--- src/asp_pkg.sv ---
package asp_pkg;
  localparam int DATA_BITS = 8;
  localparam int FIFO_DEPTH = 4;
  localparam int OVERSAMPLE = 16;
  localparam int M2_FAST_DIV = 32;
  localparam int M2_SLOW_DIV = 64;
  localparam logic [1:0] M2_FAST_RELOAD = 2'(M2_FAST_DIV / OVERSAMPLE - 1);
  localparam logic [1:0] M2_SLOW_RELOAD = 2'(M2_SLOW_DIV / OVERSAMPLE - 1);
  localparam logic [3:0] FRAME_M1 = 4'ha;
  localparam logic [3:0] FRAME_M23 = 4'hb;
  localparam logic [3:0] OVS_MID = 4'h7;
  localparam logic [3:0] OVS_LAST = 4'hf;
  localparam logic [3:0] M0_HALF = 4'h6;
  localparam logic [3:0] M0_LAST = 4'hb;
  localparam logic [3:0] M0_LAST_BIT = 4'(DATA_BITS - 1);
  localparam logic [1:0] MODE_SHIFT = 2'h0;
  localparam logic [1:0] MODE_ASYNC8 = 2'h1;
  localparam logic [1:0] MODE_ASYNC9F = 2'h2;
  localparam logic [1:0] MODE_ASYNC9V = 2'h3;
  typedef enum logic [2:0] {
    RX_IDLE = 3'h1,
    RX_START = 3'h2,
    RX_DATA = 3'h4
  } asp_rx_state_t;
endpackage

--- src/asp_fifo_if.sv ---
`timescale 1ns/1ns
`default_nettype none
interface asp_fifo_if #(parameter int W = 8);
  logic wrValid;
  logic wrReady;
  logic [W-1:0] wrData;
  logic rdValid;
  logic rdReady;
  logic [W-1:0] rdData;
  modport source(output wrValid, output wrData, input wrReady);
  modport sink(input rdValid, input rdData, output rdReady);
  modport store(input wrValid, input wrData, input rdReady,
                output wrReady, output rdValid, output rdData);
endinterface
`default_nettype wire

--- src/asp_fifo.sv ---
`timescale 1ns/1ns
`default_nettype none
// Depth must be a power of two so the pointers wrap on their own.
module asp_fifo #(
  parameter int W = 8,
  parameter int D = 4
) (
  input wire logic clock,
  input wire logic sys_rst,
  asp_fifo_if.store port
);
  localparam int AW = $clog2(D);
  typedef struct packed {
    logic [D-1:0][W-1:0] mem;
    logic [AW-1:0] wp;
    logic [AW-1:0] rp;
    logic [AW:0] cnt;
    logic notFull;
  } asp_fifo_state_t;

  asp_fifo_state_t q;
  asp_fifo_state_t d;
  logic doWr;
  logic doRd;

  always_comb begin
    d = q;
    doWr = port.wrValid && q.notFull;
    doRd = port.rdReady && (q.cnt != '0);
    if (doWr) begin
      d.mem[q.wp] = port.wrData;
      d.wp = q.wp + 1'b1;
    end
    if (doRd) begin
      d.rp = q.rp + 1'b1;
    end
    if (doWr && !doRd) begin
      d.cnt = q.cnt + 1'b1;
    end else if (doRd && !doWr) begin
      d.cnt = q.cnt - 1'b1;
    end
    d.notFull = (d.cnt != (AW+1)'(D));
  end

  always_ff @(posedge clock or posedge sys_rst) begin
    if (sys_rst) begin
      q <= '{notFull: 1'b1, default: '0};
    end else begin
      q <= d;
    end
  end

  assign port.wrReady = q.notFull;
  assign port.rdValid = (q.cnt != '0);
  assign port.rdData = q.mem[q.rp];
endmodule
`default_nettype wire

--- src/asp_serial_port.sv ---
`timescale 1ns/1ns
`default_nettype none
module asp_serial_port #(
  parameter int FIFO_DEPTH = asp_pkg::FIFO_DEPTH
) (
  input wire logic clock,
  input wire logic sys_rst,
  input wire logic [1:0] modeSel,
  input wire logic rxEnable,
  input wire logic mpEnable,
  input wire logic txNinthBit,
  input wire logic baudSlow,
  input wire logic baudTick,
  input wire logic wrStrobe,
  input wire logic [7:0] wrData,
  input wire logic rxFlagClear,
  input wire logic txFlagClear,
  input wire logic rxdIn,
  output logic wrReady,
  output logic [7:0] rdData,
  output logic rxNinthBit,
  output logic rxFlag,
  output logic txFlag,
  output logic txdOut,
  output logic rxdOut,
  output logic rxdOe
);
  // ==========================================================================
  // State
  // ==========================================================================
  typedef struct packed {
    logic sync1;
    logic sync2;
    logic rxdPrev;
    logic [1:0] prescale;
    asp_pkg::asp_rx_state_t rxState;
    logic [3:0] rxTick;
    logic [3:0] rxBit;
    logic [9:0] rxShift;
    logic [7:0] rxBuf;
    logic rxNinth;
    logic rxFlag;
    logic txFlag;
    logic txBusy;
    logic m0Rx;
    logic [3:0] txTick;
    logic [3:0] txBit;
    logic [10:0] txShift;
    logic txd;
    logic rxdOut;
    logic rxdOe;
  } asp_port_state_t;

  localparam asp_port_state_t PORT_RESET = '{
    sync1: 1'b1, sync2: 1'b1, rxdPrev: 1'b1, rxState: asp_pkg::RX_IDLE,
    txd: 1'b1, rxdOut: 1'b1, default: '0};

  function automatic logic isNineBit(input logic [1:0] mode);
    isNineBit = (mode == asp_pkg::MODE_ASYNC9F) || (mode == asp_pkg::MODE_ASYNC9V);
  endfunction

  asp_port_state_t q;
  asp_port_state_t d;
  logic tick16;
  logic rxDone;
  logic rxLoad;
  logic m0Load;
  logic m0Start;
  logic txStart;
  logic txDone;
  logic popBuf;
  logic [9:0] nxtShift;
  logic [7:0] rxData;
  logic rxNin;
  logic [3:0] frameLen;

  asp_fifo_if #(.W(8)) bufIf ();

  // ==========================================================================
  // Transmit buffer
  // ==========================================================================
  asp_fifo #(.W(8), .D(FIFO_DEPTH)) txBuffer (
    .clock(clock),
    .sys_rst(sys_rst),
    .port(bufIf.store)
  );

  assign bufIf.wrValid = wrStrobe;
  assign bufIf.wrData = wrData;
  assign bufIf.rdReady = popBuf;

  // ==========================================================================
  // Next state
  // ==========================================================================
  always_comb begin
    d = q;
    tick16 = 1'b0;
    rxDone = 1'b0;
    rxLoad = 1'b0;
    m0Load = 1'b0;
    m0Start = 1'b0;
    txStart = 1'b0;
    txDone = 1'b0;
    popBuf = 1'b0;
    nxtShift = q.rxShift;
    frameLen = isNineBit(modeSel) ? asp_pkg::FRAME_M23 : asp_pkg::FRAME_M1;
    d.sync1 = rxdIn;
    d.sync2 = q.sync1;
    d.rxdPrev = q.sync2;

    // Mode 2 derives its own oversampling tick; modes 1 and 3 use the supplied one.
    if (modeSel == asp_pkg::MODE_ASYNC9F) begin
      if (q.prescale == 2'h0) begin
        tick16 = 1'b1;
        d.prescale = baudSlow ? asp_pkg::M2_SLOW_RELOAD : asp_pkg::M2_FAST_RELOAD;
      end else begin
        d.prescale = q.prescale - 2'h1;
      end
    end else begin
      d.prescale = 2'h0;
      tick16 = baudTick;
    end

    // Asynchronous receiver, independent of the transmitter.
    case (q.rxState)
      asp_pkg::RX_IDLE: begin
        // The pending flag does not hold off a new frame.
        if (modeSel != asp_pkg::MODE_SHIFT && rxEnable && q.rxdPrev && !q.sync2) begin
          d.rxState = asp_pkg::RX_START;
          d.rxTick = 4'h0;
        end
      end
      asp_pkg::RX_START: begin
        if (tick16) begin
          d.rxTick = q.rxTick + 4'h1;
          if (q.rxTick == asp_pkg::OVS_MID) begin
            d.rxTick = 4'h0;
            d.rxBit = 4'h0;
            d.rxState = q.sync2 ? asp_pkg::RX_IDLE : asp_pkg::RX_DATA;
          end
        end
      end
      asp_pkg::RX_DATA: begin
        if (tick16) begin
          d.rxTick = q.rxTick + 4'h1;
          if (q.rxTick == asp_pkg::OVS_LAST) begin
            d.rxTick = 4'h0;
            nxtShift = {q.sync2, q.rxShift[9:1]};
            d.rxShift = nxtShift;
            d.rxBit = q.rxBit + 4'h1;
            if (q.rxBit == frameLen - 4'h2) begin
              d.rxState = asp_pkg::RX_IDLE;
              rxDone = 1'b1;
            end
          end
        end
      end
      default: begin
        d.rxState = asp_pkg::RX_IDLE;
      end
    endcase

    // Mode 1 keeps the stop bit as ninth bit; modes 2 and 3 drop the stop bit.
    rxData = isNineBit(modeSel) ? nxtShift[7:0] : nxtShift[8:1];
    rxNin = isNineBit(modeSel) ? nxtShift[8] : nxtShift[9];
    rxLoad = rxDone && !q.rxFlag && !(isNineBit(modeSel) && mpEnable && !rxNin);

    // Transmitter, which also runs the mode 0 shift sequence in both directions.
    if (!q.txBusy) begin
      if (modeSel == asp_pkg::MODE_SHIFT) begin
        if (bufIf.rdValid) begin
          popBuf = 1'b1;
          txStart = 1'b1;
          d.txBusy = 1'b1;
          d.m0Rx = 1'b0;
          d.txShift = {3'h7, bufIf.rdData};
          d.txTick = 4'h0;
          d.txBit = 4'h0;
          d.txd = 1'b0;
          d.rxdOe = 1'b1;
          d.rxdOut = bufIf.rdData[0];
        end else if (!q.rxFlag && rxEnable) begin
          m0Start = 1'b1;
          d.txBusy = 1'b1;
          d.m0Rx = 1'b1;
          d.txTick = 4'h0;
          d.txBit = 4'h0;
          d.txd = 1'b0;
          d.rxdOe = 1'b0;
        end
      end else if (bufIf.rdValid) begin
        popBuf = 1'b1;
        txStart = 1'b1;
        d.txBusy = 1'b1;
        d.m0Rx = 1'b0;
        d.txShift = {1'b1, isNineBit(modeSel) ? txNinthBit : 1'b1, bufIf.rdData, 1'b0};
        d.txTick = 4'h0;
        d.txBit = 4'h0;
        d.txd = 1'b0;
      end
    end else if (modeSel == asp_pkg::MODE_SHIFT) begin
      d.txTick = q.txTick + 4'h1;
      if (q.m0Rx && q.txTick == asp_pkg::M0_HALF) begin
        d.txShift[7:0] = {q.sync2, q.txShift[7:1]};
      end
      d.txd = (d.txTick >= asp_pkg::M0_HALF);
      if (q.txTick == asp_pkg::M0_LAST) begin
        d.txTick = 4'h0;
        d.txd = 1'b0;
        d.txBit = q.txBit + 4'h1;
        if (!q.m0Rx) begin
          d.txShift = {1'b1, q.txShift[10:1]};
          d.rxdOut = d.txShift[0];
        end
        if (q.txBit == asp_pkg::M0_LAST_BIT) begin
          d.txBusy = 1'b0;
          d.txd = 1'b1;
          d.rxdOe = 1'b0;
          d.rxdOut = 1'b1;
          m0Load = q.m0Rx;
          txDone = !q.m0Rx;
        end
      end
    end else if (tick16) begin
      d.txTick = q.txTick + 4'h1;
      if (q.txTick == asp_pkg::OVS_LAST) begin
        d.txTick = 4'h0;
        d.txShift = {1'b1, q.txShift[10:1]};
        d.txd = d.txShift[0];
        d.txBit = q.txBit + 4'h1;
        if (q.txBit == frameLen - 4'h1) begin
          d.txBusy = 1'b0;
          d.txd = 1'b1;
          txDone = 1'b1;
        end
      end
    end

    if (rxLoad) begin
      d.rxBuf = rxData;
      d.rxNinth = rxNin;
    end else if (m0Load) begin
      d.rxBuf = q.txShift[7:0];
    end
    // A set in the same cycle as a clear wins.
    d.rxFlag = (q.rxFlag && !rxFlagClear) || rxLoad || m0Load;
    d.txFlag = (q.txFlag && !txFlagClear) || txDone;
  end

  always_ff @(posedge clock or posedge sys_rst) begin
    if (sys_rst) begin
      q <= PORT_RESET;
    end else begin
      q <= d;
    end
  end

  // ==========================================================================
  // Outputs
  // ==========================================================================
  assign wrReady = bufIf.wrReady;
  assign rdData = q.rxBuf;
  assign rxNinthBit = q.rxNinth;
  assign rxFlag = q.rxFlag;
  assign txFlag = q.txFlag;
  assign txdOut = q.txd;
  assign rxdOut = q.rxdOut;
  assign rxdOe = q.rxdOe;

  // ==========================================================================
  // Assertions
  // ==========================================================================
  property p_rx_reg_only_on_load;
    @(posedge clock) disable iff (sys_rst)
      (rdData != $past(rdData)) |-> ($past(rxLoad) || $past(m0Load));
  endproperty
  a_rx_reg_only_on_load: assert property (p_rx_reg_only_on_load)
    else $error("Receive register changed without a completed frame.");

  property p_keep_unread;
    @(posedge clock) disable iff (sys_rst)
      (rxDone && q.rxFlag && !rxFlagClear) |=> $stable(rdData) && rxFlag;
  endproperty
  a_keep_unread: assert property (p_keep_unread)
    else $error("Unread byte was overwritten.");

  property p_m0_clock_low;
    @(posedge clock) disable iff (sys_rst)
      (modeSel == asp_pkg::MODE_SHIFT && q.txBusy && $rose(txdOut)) |->
        $past(txdOut, 6) == 1'b0 && $past(txdOut, 1) == 1'b0;
  endproperty
  a_m0_clock_low: assert property (p_m0_clock_low)
    else $error("Mode 0 shift clock low phase is not six cycles.");

  property p_start_bit;
    @(posedge clock) disable iff (sys_rst)
      (txStart && modeSel != asp_pkg::MODE_SHIFT) |=> !txdOut && q.txBusy;
  endproperty
  a_start_bit: assert property (p_start_bit)
    else $error("Frame did not open with a low start bit.");

  property p_tx_only_from_write;
    @(posedge clock) disable iff (sys_rst)
      txStart |-> bufIf.rdValid && !q.txBusy;
  endproperty
  a_tx_only_from_write: assert property (p_tx_only_from_write)
    else $error("Transmission began without a buffered write.");

  property p_m0_rx_gate;
    @(posedge clock) disable iff (sys_rst)
      m0Start |-> !q.rxFlag && rxEnable ##1 !rxdOe;
  endproperty
  a_m0_rx_gate: assert property (p_m0_rx_gate)
    else $error("Mode 0 reception started while not allowed.");

  property p_async_rx_gate;
    @(posedge clock) disable iff (sys_rst)
      (q.rxState == asp_pkg::RX_IDLE ##1 q.rxState == asp_pkg::RX_START) |->
        $past(rxEnable) && $past(q.rxdPrev) && !$past(q.sync2);
  endproperty
  a_async_rx_gate: assert property (p_async_rx_gate)
    else $error("Reception started without enable or start edge.");

  property p_mp_filter;
    @(posedge clock) disable iff (sys_rst)
      ($rose(rxFlag) && $past(isNineBit(modeSel)) && $past(mpEnable) && $past(rxDone))
        |-> rxNinthBit;
  endproperty
  a_mp_filter: assert property (p_mp_filter)
    else $error("Address filter passed a byte with ninth bit low.");

  property p_flags_sticky;
    @(posedge clock) disable iff (sys_rst)
      (txDone || (q.txFlag && !txFlagClear)) |=> txFlag;
  endproperty
  a_flags_sticky: assert property (p_flags_sticky)
    else $error("Transmit complete flag was lost.");

  property p_rx_set_wins;
    @(posedge clock) disable iff (sys_rst)
      (rxLoad || m0Load) |=> rxFlag;
  endproperty
  a_rx_set_wins: assert property (p_rx_set_wins)
    else $error("Receive complete flag not set after a frame.");
endmodule
`default_nettype wire

--- config.mk ---
export PLATFORM = sky130hd
export DESIGN_NAME = asp_serial_port
export DESIGN_NICKNAME = d
export VERILOG_FILES = /design/src/asp_pkg.sv /design/src/asp_fifo_if.sv /design/src/asp_fifo.sv /design/src/asp_serial_port.sv
export SDC_FILE = /design/constraint.sdc
export NUM_CORES = 1
export LEC_CHECK = 0
export BUFFER_PORTS_ARGS = -buffer_cell sky130_fd_sc_hd__buf_2
export CORE_MARGIN = 5
export CORE_UTILIZATION = 30
export DETAILED_ROUTE_END_ITERATION = 16
export PLACE_DENSITY_LB_ADDON = 0.08
export SLEW_MARGIN = 25
export SYNTH_ARGS = -nofsm -noshare
export SYNTH_HDL_FRONTEND = slang
export SYNTH_SLANG_ARGS = --single-unit
--- constraint.sdc ---
create_clock -name clock -period 5.74 [get_ports clock]
set_input_delay 0.861 -clock clock [delete_from_list [all_inputs] [get_ports clock]]
set_output_delay 0.861 -clock clock [all_outputs]
set_load 0.02 [all_outputs]
==> metrics.yaml, run 1 <==
nFillCells: 1789
grt_first_pass_wirelength_um: 22200
synth_xor_xnor_area_share_pct: 1.63
count_of_cells_resized_by_post_cts_repair: 0
max_clock_freq_mhz: 367
global_route.usage.total_pct: 13.6
criticalPathCategory: "flip-flop to flip-flop"
synth_enable_flop_cells: 0
p_sw_w: 0.000788
layout-drive-gt1-share_pct: 25.3
ys.flop_type: "sky130_fd_sc_hd__dfrtp_1"
nets: 543
path_cells: "ha_1 > nand2_1 > or3_1 > nor3_2 > mux2i_1 > o22ai_1"
number_of_antenna_violations_at_the_first_check_in_global_routing: 0
clock_insertion_delay_worst_skew_ns: 0.35
worst_path_largest_cell_delay_ns: 0.77
post_synth_instance_area_um2: 5390
synth-compound-area-share_pct: 15.1
rsz0062_at_grt: "false"
totalWireLength_um: 13300
p_int_w: 0.00160
fin_cells: 743
post-place-cells: 727
crit_path_start_kind: "flip-flop"
buffers_and_inverters_on_the_worst_path: 0
wire_per_inst_um: 17.8
netlist-cell-type-count: 67
final.min_clock_period_ns: 2.72
p_sw_share_pct: 33.0
detailed_place.area_um2: 5680
tritoncts: "yes"
place.port_buffers: 35
dp_hpwl_um: 9050
avgSynthCellArea_um2: 10.9
p_leak_nw: 2.52
die-area_um2: 20700
worst-path-stages: 6
synth_top_family_by_area: "multiplexers"
ys_ff_latch: 100
antenna_violating_nets_post_route: 0
detail_route.drc_violations: 0
cp_data_required_time_ns: 5.95
ys_seq_area_share_pct: 46.6
initial_utilization_pct: 30.2
tritoncts.num_buffers: 9
timing.critical_path.slowest_stage_cell: "sky130_fd_sc_hd__nor3_2"
first_global_vias: 3946
cts_root_buf: "sky130_fd_sc_hd__clkbuf_16"
power_per_cell_area_nw_per_um2: 400
fin_worst_skew_ns: 0.0102
gpl.final_weighted_congestion: 0.744
setup_violations: 0
die_w_um: 144
arrival_ns: 2.93
synth_fa_ha_area_share_pct: 3.39
p_comb_share_pct: 28.1
synthesized_net_count: 530
initialDrtViolationCount: 209
setup_crit_end_kind: "flip-flop"
hold-path-cell-count: 0
pin_count: 36
reg_power_share_pct: 46.6
drt_via_density: 5.20
async_flop_share_pct: 100
vdd_drop_max_uv: 186
worstRegToRegCells: 6
layout.area.seq_um2: 2510
largest_buffer_count_on_any_clock_path: 2
coreArea_um2: 17800
synthesis.yosys.warnings: 0
path_delay_family: "simple AND/OR/NAND/NOR gates"
route.vias.total: 3863
postLayoutCellArea_um2: 5960
setup_total_negative_slack_ns: 0
relSlewSlack_pct: 38.5
status: "complete, no violations"
final_util_pct: 33.4
antenna_cells: 0
clock_power_share_pct: 25.3
synth_simple_gate_area_share_pct: 13.0
post-cts-setup-buffers: 0
multi_input_logic_area_um2: 2610
worst_hold_path_type: "flip-flop to flip-flop"
grt.overflow.total: 0
num_rows: 49
report.final.hold_viol_count: 0
areaGrowthSynthToFinish_pct: 10.7
drt_first_pass_iters: 4
die_height_um: 144
multiplexer_share_of_the_synthesized_area_pct: 15.2
post-route-period-util_pct: 47.5
timing.critical_path.fanout_max: 9
syn-instance-count: 496
drv_slew: 0
clk_pin_slew_worst_paths_ns: 0.07
post_cts_hold_buffer_count: 0
finalHoldWorstSlack_ns: 0.362
drv.max_cap_violation_count: 0
grt_start_max_net_pins: 65
maximum_level_of_the_cts_h_tree: 3
tightestPinTransition_ns: 0.917
clock_sink_count: 100
-- power groups by stage --
stage	Clock [W]	Sequential, W	Combinational [W]
3_3_place_gp	0	0.00112	0.000666
3_5_place_dp	0	0.00113	0.000679
6_report	0.000604	0.00111	0.000670
2_1_floorplan	0	0.00105	0.000573
5_1_grt	0.000657	0.00115	0.000758
4_1_cts	0.000628	0.00111	0.000682
-- synthesized netlist by cell type, drive strengths merged (4+ instances only) --
| cell | instances | area share [%] |
|---|---|---|
| nand3 | 10 | 0.93 |
| nand2 | 48 | 3.3 |
| ha | 13 | 3.0 |
| o22ai | 19 | 2.2 |
| nor3b | 6 | 1.0 |
| a21oi | 16 | 1.5 |
| nand2b | 6 | 0.74 |
| clkbuf | 9 | 0.65 |
| o21ai | 31 | 3.0 |
| inv | 19 | 1.3 |
| or3b | 4 | 0.65 |
| nor2 | 19 | 1.4 |
| a31oi | 10 | 1.3 |
| nor3 | 6 | 0.56 |
| or2 | 4 | 0.46 |
| mux2i | 12 | 2.5 |
| mux4 | 8 | 3.3 |
| nand4 | 7 | 0.81 |
| xnor2 | 8 | 1.3 |
| and3 | 4 | 0.46 |
| dfstp | 7 | 3.4 |
| mux2 | 45 | 9.4 |
| dfrtp | 93 | 43 |
| buf | 27 | 3.1 |
| a22o | 6 | 0.98 |
| a221o | 7 | 1.3 |
-- metrics by stage --
step,total power (W),worst slack [ns]
finish,0.00239,3.02
global route,0.00256,2.79
CTS,0.00242,2.98
detailed placement,0.00181,2.81
global placement,0.00179,2.83
floorplan,0.00162,2.27
-- cells in the final DEF, fill, tap and decap left out, drive strengths merged, types with 8 or more instances in the layout --
cell type,netlist,final
o22ai,19,19
a21oi,16,16
nor2,19,19
mux2i,12,12
a31oi,10,10
clkbuf,9,11
dfrtp,93,93
mux2,45,45
xnor2,8,8
nand2,48,48
inv,19,21
ha,13,13
mux4,8,8
nand3,10,10
o21ai,31,31
buf,27,38
-- path summary, 6_finish.rpt --
path	start	endpoint	slack [ns]
max	q[18]$_DFFE_PP0P_	rdData[3]$_DFFE_PP0P_	3.02
min	d[59]$_DFF_PP1_	d[58]$_DFF_PP1_	0.36
max reg2reg	q[18]$_DFFE_PP0P_	rdData[3]$_DFFE_PP0P_	3.02
min reg2reg	d[59]$_DFF_PP1_	d[58]$_DFF_PP1_	0.36
max in group asynchronous	sys_rst	txBuffer.q[10]$_DFFE_PP0P_	4.03
min in group asynchronous	sys_rst	txBuffer.q[29]$_DFFE_PP0P_	0.52
-- layout make-up --
type	instances	area share, %
inverter	19	1.24
sequential	100	42.1
clock inverter	5	0.734
tap	229	4.80
multi-input combinational	341	43.7
timing repair buffer	38	3.32
clock buffer	11	4.07
-- worst register-to-register path, cell delays in order, from the launching register on --
cell and delay, ns:
sky130_fd_sc_hd__dfrtp_1 0.44, sky130_fd_sc_hd__ha_1 0.34, sky130_fd_sc_hd__nand2_1 0.19, sky130_fd_sc_hd__or3_1 0.48, sky130_fd_sc_hd__nor3_2 0.77, sky130_fd_sc_hd__mux2i_1 0.28, sky130_fd_sc_hd__o22ai_1 0.09
-- logic make-up after synthesis --
group | after synthesis
xor+xnor | 10
fa+ha+maj | 15
compound gates | 120
buf+inv | 55
simple gates | 131
mux | 65
flops | 100
-- sequential cells by signal, indices dropped and copies added (netlist names) --
name and flops:
txFlag 1, txBuffer.q 39, rdData 8, rxFlag 1, d 2, q 44, rxdOut 1, txdOut 1
txBuffer.port.wrReady 1, rxNinthBit 1, rxdOe 1
-- routing by layer --
| layer | GRT usage (%) | part of all wire [%] | up-vias |
|---|---|---|---|
| met2 | 21.7 | 47 | 67 |
| met1 | 18.4 | 48 | 1931 |
| met4 | 3.62 | 1.2 | 0 |
| met3 | 3.77 | 4.2 | 9 |
| met5 | 0 | 0 | - |
| li1 | - | - | 1856 |
Note: power is estimated with default switching activity, not from simulation.
==> run 2, diff against run 1 <==
- clock period: 5.74 -> 2.6 ns (I/O delays scaled with it)
==> metrics.yaml, run 2 (same netlist as run 1, synthesis figures left out) <==
status: "complete, no violations"
maximum_level_of_the_cts_h_tree: 3
wire_per_inst_um: 17.9
path_delay_family: "compound AO/OA/AOI/OAI gates"
worst_hold_path_type: "primary input to flip-flop"
postLayoutCellArea_um2: 6060
drv_slew: 0
initialDrtViolationCount: 289
nFillCells: 1822
antenna_violating_nets_post_route: 0
worst-path-stages: 6
post-route-period-util_pct: 86.9
largest_register_ff_count: 44
ff2ff_setup_slack_ns: 0.34
setup_total_negative_slack_ns: 0
rsz0062_at_grt: "false"
drt_first_pass_iters: 4
largest_register: "q"
drv.max_cap_violation_count: 0
clock_sink_count: 100
final.min_clock_period_ns: 2.26
worstRegToRegCells: 6
clk_pin_slew_worst_paths_ns: 0.07
coreArea_um2: 17800
detail_route.drc_violations: 0
number_of_antenna_violations_at_the_first_check_in_global_routing: 0
die_height_um: 144
count_of_cells_resized_by_post_cts_repair: 0
grt.overflow.total: 0
hold-path-cell-count: 1
tightestPinTransition_ns: 0.766
die-area_um2: 20700
p_leak_nw: 2.58
first_global_vias: 3941
gpl.final_weighted_congestion: 0.808
post-cts-setup-buffers: 0
setup_violations: 0
final_util_pct: 34.0
finalHoldWorstSlack_ns: 0.150
place.port_buffers: 35
max_clock_freq_mhz: 443
antenna_cells: 0
crit_path_start_kind: "flip-flop"
critical_path.reg2reg.endpoint: "rdData[4]$_DFFE_PP0P_"
path_cells: "ha_1 > and3_1 > nand2_1 > o21ai_1 > o22ai_1 > o22ai_1"
vdd_drop_max_uv: 533
timing.critical_path.mode_cell: "sky130_fd_sc_hd__o22ai_1"
power_per_cell_area_nw_per_um2: 865
pin_count: 36
layout.cells.most_common_list: "sky130_fd_sc_hd__dfrtp_1, sky130_fd_sc_hd__nand2_1, sky130_fd_sc_hd__mux2_2"
setup_crit_end_kind: "flip-flop"
timing.hold.worst_endpoint: "d[59]$_DFF_PP1_"
timing.critical_path.slowest_stage_cell: "sky130_fd_sc_hd__o21ai_1"
cp_data_required_time_ns: 2.86
fin_cells: 754
detailed_place.area_um2: 5790
fin_worst_skew_ns: 0.00863
critical_path.reg2reg.startpoint: "q[49]$_DFFE_PP0P_"
initial_utilization_pct: 30.2
tritoncts: "yes"
route.vias.total: 3910
report.final.hold_viol_count: 0
areaGrowthSynthToFinish_pct: 12.5
buffers_and_inverters_on_the_worst_path: 0
timing.critical_path.fanout_max: 8
worst_hold_startpoint: "rxdIn"
clock_insertion_delay_worst_skew_ns: 0.34
largest_buffer_count_on_any_clock_path: 2
criticalPathCategory: "flip-flop to flip-flop"
layout.cells.most_common: "sky130_fd_sc_hd__dfrtp_1"
post_cts_hold_buffer_count: 0
multi_input_logic_area_um2: 2610
die_w_um: 144
post-place-cells: 738
dp_hpwl_um: 9490
nets: 554
totalWireLength_um: 13500
drt_via_density: 5.19
layout.area.seq_um2: 2510
cts_root_buf: "sky130_fd_sc_hd__clkbuf_16"
tritoncts.num_buffers: 9
arrival_ns: 2.52
worst_path_largest_cell_delay_ns: 0.59
grt_start_max_net_pins: 40
global_route.usage.total_pct: 13.7
layout-drive-gt1-share_pct: 26.7
num_rows: 49
relSlewSlack_pct: 48.8
grt_first_pass_wirelength_um: 22200
run 2: cell types whose count changed in the layout (fill, tap and decap cells not counted), sizes merged:
| cell | before | now |
|---|---|---|
| inv | 21 | 19 |
| buf | 38 | 49 |
| clkinv | 1 | 3 |
run 2: report_power, final:
part	internal, W	total (W)	switching (W)	leakage, nW
Combinational	0.000813	0.00154	0.000723	1.20
Sequential	0.00205	0.00244	0.000390	1.24
Clock	0.000656	0.00127	0.000611	0.130
Total	0.00351	0.00524	0.00172	2.58
run 2: per-layer routing:
metal / up-vias / routed length, um / GRT usage, %
met5: - / 0 / 0
met4: 0 / 97 / 3.02
met3: 5 / 406 / 2.88
met2: 55 / 6460 / 21.7
met1: 1977 / 6510 / 19.3
li1: 1873 / - / -
run 2: worst max-delay path by stage:
| stage | startpoint | endpoint | slack (ns) |
|---|---|---|---|
| after floorplan | q[19]$_DFFE_PP0P_ | rdData[1]$_DFFE_PP0P_ | 0.63 |
| after global placement | modeSel[1] | q[52]$_DFFE_PP0P_ | 0.34 |
| after detailed placement | modeSel[1] | q[52]$_DFFE_PP0P_ | 0.24 |
| after CTS | q[19]$_DFFE_PP0P_ | rdData[4]$_DFFE_PP0P_ | 0.39 |
| after global routing | q[50]$_DFFE_PP0P_ | rdData[4]$_DFFE_PP0P_ | 0.22 |
| final | q[49]$_DFFE_PP0P_ | rdData[4]$_DFFE_PP0P_ | 0.34 |
run 2: layout make-up:
class                      instances  area share, %
tap                              229           4.73
timing repair buffer              49           5.04
clock inverter                     5          0.640
inverter                          19           1.24
clock buffer                      11           3.84
sequential                       100           41.5
multi-input combinational        341           43.0
run 2: through the flow:
step | setup slack [ns] | total power, W
after detailed placement | 0.244 | 0.00403
after global placement | 0.340 | 0.00399
final | 0.342 | 0.00524
after CTS | 0.393 | 0.00533
after global routing | 0.220 | 0.00561
after floorplan | 0.632 | 0.00357
==> run 3, diff against run 2 <==
- PLACE_DENSITY: default -> 0.54
- PLACE_DENSITY_LB_ADDON: 0.08 -> default
- REMOVE_ABC_BUFFERS: default -> 1
==> metrics.yaml, run 3 (same netlist as run 1, synthesis figures left out) <==
cts_root_buf: "sky130_fd_sc_hd__clkbuf_16"
layout.cells.most_common: "sky130_fd_sc_hd__dfrtp_1"
relSlewSlack_pct: 51.9
post-place-cells: 733
drt_first_pass_iters: 5
critical_path.reg2reg.startpoint: "q[18]$_DFFE_PP0P_"
pin_count: 36
largest_register: "q"
report.final.hold_viol_count: 0
areaGrowthSynthToFinish_pct: 12.0
largest_register_ff_count: 44
die_w_um: 144
final_util_pct: 33.8
tritoncts.num_buffers: 9
path_delay_family: "compound AO/OA/AOI/OAI gates"
setup_crit_end_kind: "flip-flop"
detail_route.drc_violations: 0
worst_hold_path_type: "primary input to async pin"
drv_slew: 0
clock_sink_count: 100
power_per_cell_area_nw_per_um2: 881
tritoncts: "yes"
layout.cells.most_common_list: "sky130_fd_sc_hd__dfrtp_1, sky130_fd_sc_hd__nand2_1, sky130_fd_sc_hd__mux2_2"
placement.setup.worst_slack_ns: 0.259
vdd_drop_max_uv: 407
post-route-period-util_pct: 88.9
die-area_um2: 20700
max_clock_freq_mhz: 433
ff2ff_setup_slack_ns: 0.29
clk_pin_slew_worst_paths_ns: 0.07
path_cells: "ha_1 > nand2_1 > a21o_1 > a211oi_2 > a21o_1 > mux2_2"
clock_insertion_delay_worst_skew_ns: 0.35
totalWireLength_um: 12600
rsz0062_at_grt: "false"
place.port_buffers: 35
post-cts-setup-buffers: 0
fin_worst_skew_ns: 0.0105
timing.critical_path.fanout_max: 7
number_of_antenna_violations_at_the_first_check_in_global_routing: 0
first_global_vias: 3997
grt_first_pass_wirelength_um: 20800
worstRegToRegCells: 6
drv.max_cap_violation_count: 0
grt.overflow.total: 0
criticalPathCategory: "flip-flop to flip-flop"
final.min_clock_period_ns: 2.31
timing.critical_path.slowest_stage_cell: "sky130_fd_sc_hd__dfrtp_1"
route.vias.total: 3971
antenna_violating_nets_post_route: 0
p_leak_nw: 2.57
dp_hpwl_um: 8980
drt_via_density: 5.30
nets: 549
initial_utilization_pct: 30.2
tightestPinTransition_ns: 0.721
global_route.usage.total_pct: 12.5
timing.critical_path.mode_cell: "sky130_fd_sc_hd__a21o_1"
die_height_um: 144
gpl.final_weighted_congestion: 0.832
count_of_cells_resized_by_post_cts_repair: 0
setup_violations: 0
post_cts_hold_buffer_count: 0
num_rows: 49
arrival_ns: 2.54
crit_path_start_kind: "flip-flop"
grt_start_max_net_pins: 52
wire_per_inst_um: 16.9
worst_setup_sp: "q[18]$_DFFE_PP0P_"
finalHoldWorstSlack_ns: 0.135
final_ws_setup_ns: 0.288
largest_buffer_count_on_any_clock_path: 2
coreArea_um2: 17800
buffers_and_inverters_on_the_worst_path: 0
antenna_cells: 0
fin_cells: 749
critical_path.reg2reg.endpoint: "q[11]$_DFFE_PP0P_"
status: "complete, no violations"
worst_path_largest_cell_delay_ns: 0.44
layout-drive-gt1-share_pct: 26.3
initialDrtViolationCount: 219
cp_data_required_time_ns: 2.83
maximum_level_of_the_cts_h_tree: 3
==> run 3: cell count changes in the layout (fill, tap and decap cells not counted), moves of 2 or more <==
cell / before / now
sky130_fd_sc_hd__clkinvlp_4: 2 / 0
sky130_fd_sc_hd__clkbuf_1: 2 / 0
sky130_fd_sc_hd__inv_8: 0 / 2
sky130_fd_sc_hd__inv_6: 1 / 3
sky130_fd_sc_hd__buf_4: 12 / 8
==> run 3: layout make-up <==
type                            instances  area [um^2]
Fill cell                            1803        11800
Tap cell                              229          287
Sequential cell                       100         2510
Timing Repair Buffer                   44          255
Clock buffer                            9          225
Multi-Input combinational cell        341         2610
Clock inverter                          7         73.8
Inverter                               19         73.8
==> run 3: power breakdown <==
part / total (W) / internal, W / switching [W]
registers: 0.00244 / 0.00204 / 0.000391
clock network: 0.00136 / 0.000684 / 0.000671
logic: 0.00153 / 0.000814 / 0.000713
total: 0.00532 / 0.00354 / 0.00177
==> run 3: worst max path at each step <==
stage / cells past startpoint / end / slack, ns
5_1_grt: 6 / q[11]$_DFFE_PP0P_ / 0.17
3_3_place_gp: 6 / q[52]$_DFFE_PP0P_ / 0.31
2_1_floorplan: 1 / q[10]$_DFFE_PP0P_ / -0.40
4_1_cts: 6 / q[11]$_DFFE_PP0P_ / 0.34
3_5_place_dp: 6 / q[52]$_DFFE_PP0P_ / 0.26
6_report: 6 / q[11]$_DFFE_PP0P_ / 0.29
==> run 3: metal layers <==
metal  vias to the layer above  wire (um)  global-route usage, %
met3                        12        638                   3.08
met4                         0        134                   3.47
met2                        98       5960                   20.1
met1                      1997       5890                   17.0
met5                         -          0                      0
li1                       1864          -                      -
==> run 3: worst register-to-register path, stage by stage (launching register included) <==
cell	delay, ns
sky130_fd_sc_hd__dfrtp_1	0.44
sky130_fd_sc_hd__ha_1	0.33
sky130_fd_sc_hd__nand2_1	0.20
sky130_fd_sc_hd__a21o_1	0.27
sky130_fd_sc_hd__a211oi_2	0.39
sky130_fd_sc_hd__a21o_1	0.22
sky130_fd_sc_hd__mux2_2	0.34
==> run 3: metrics by stage <==
stage	instance area (um^2)	total power (W)	setup TNS (ns)
final	6030	0.00532	0
after global routing	6030	0.00565	0
after CTS	6030	0.00538	0
after detailed placement	5730	0.00401	0
after global placement	5730	0.00391	0
after floorplan	5180	0.00354	-37.14
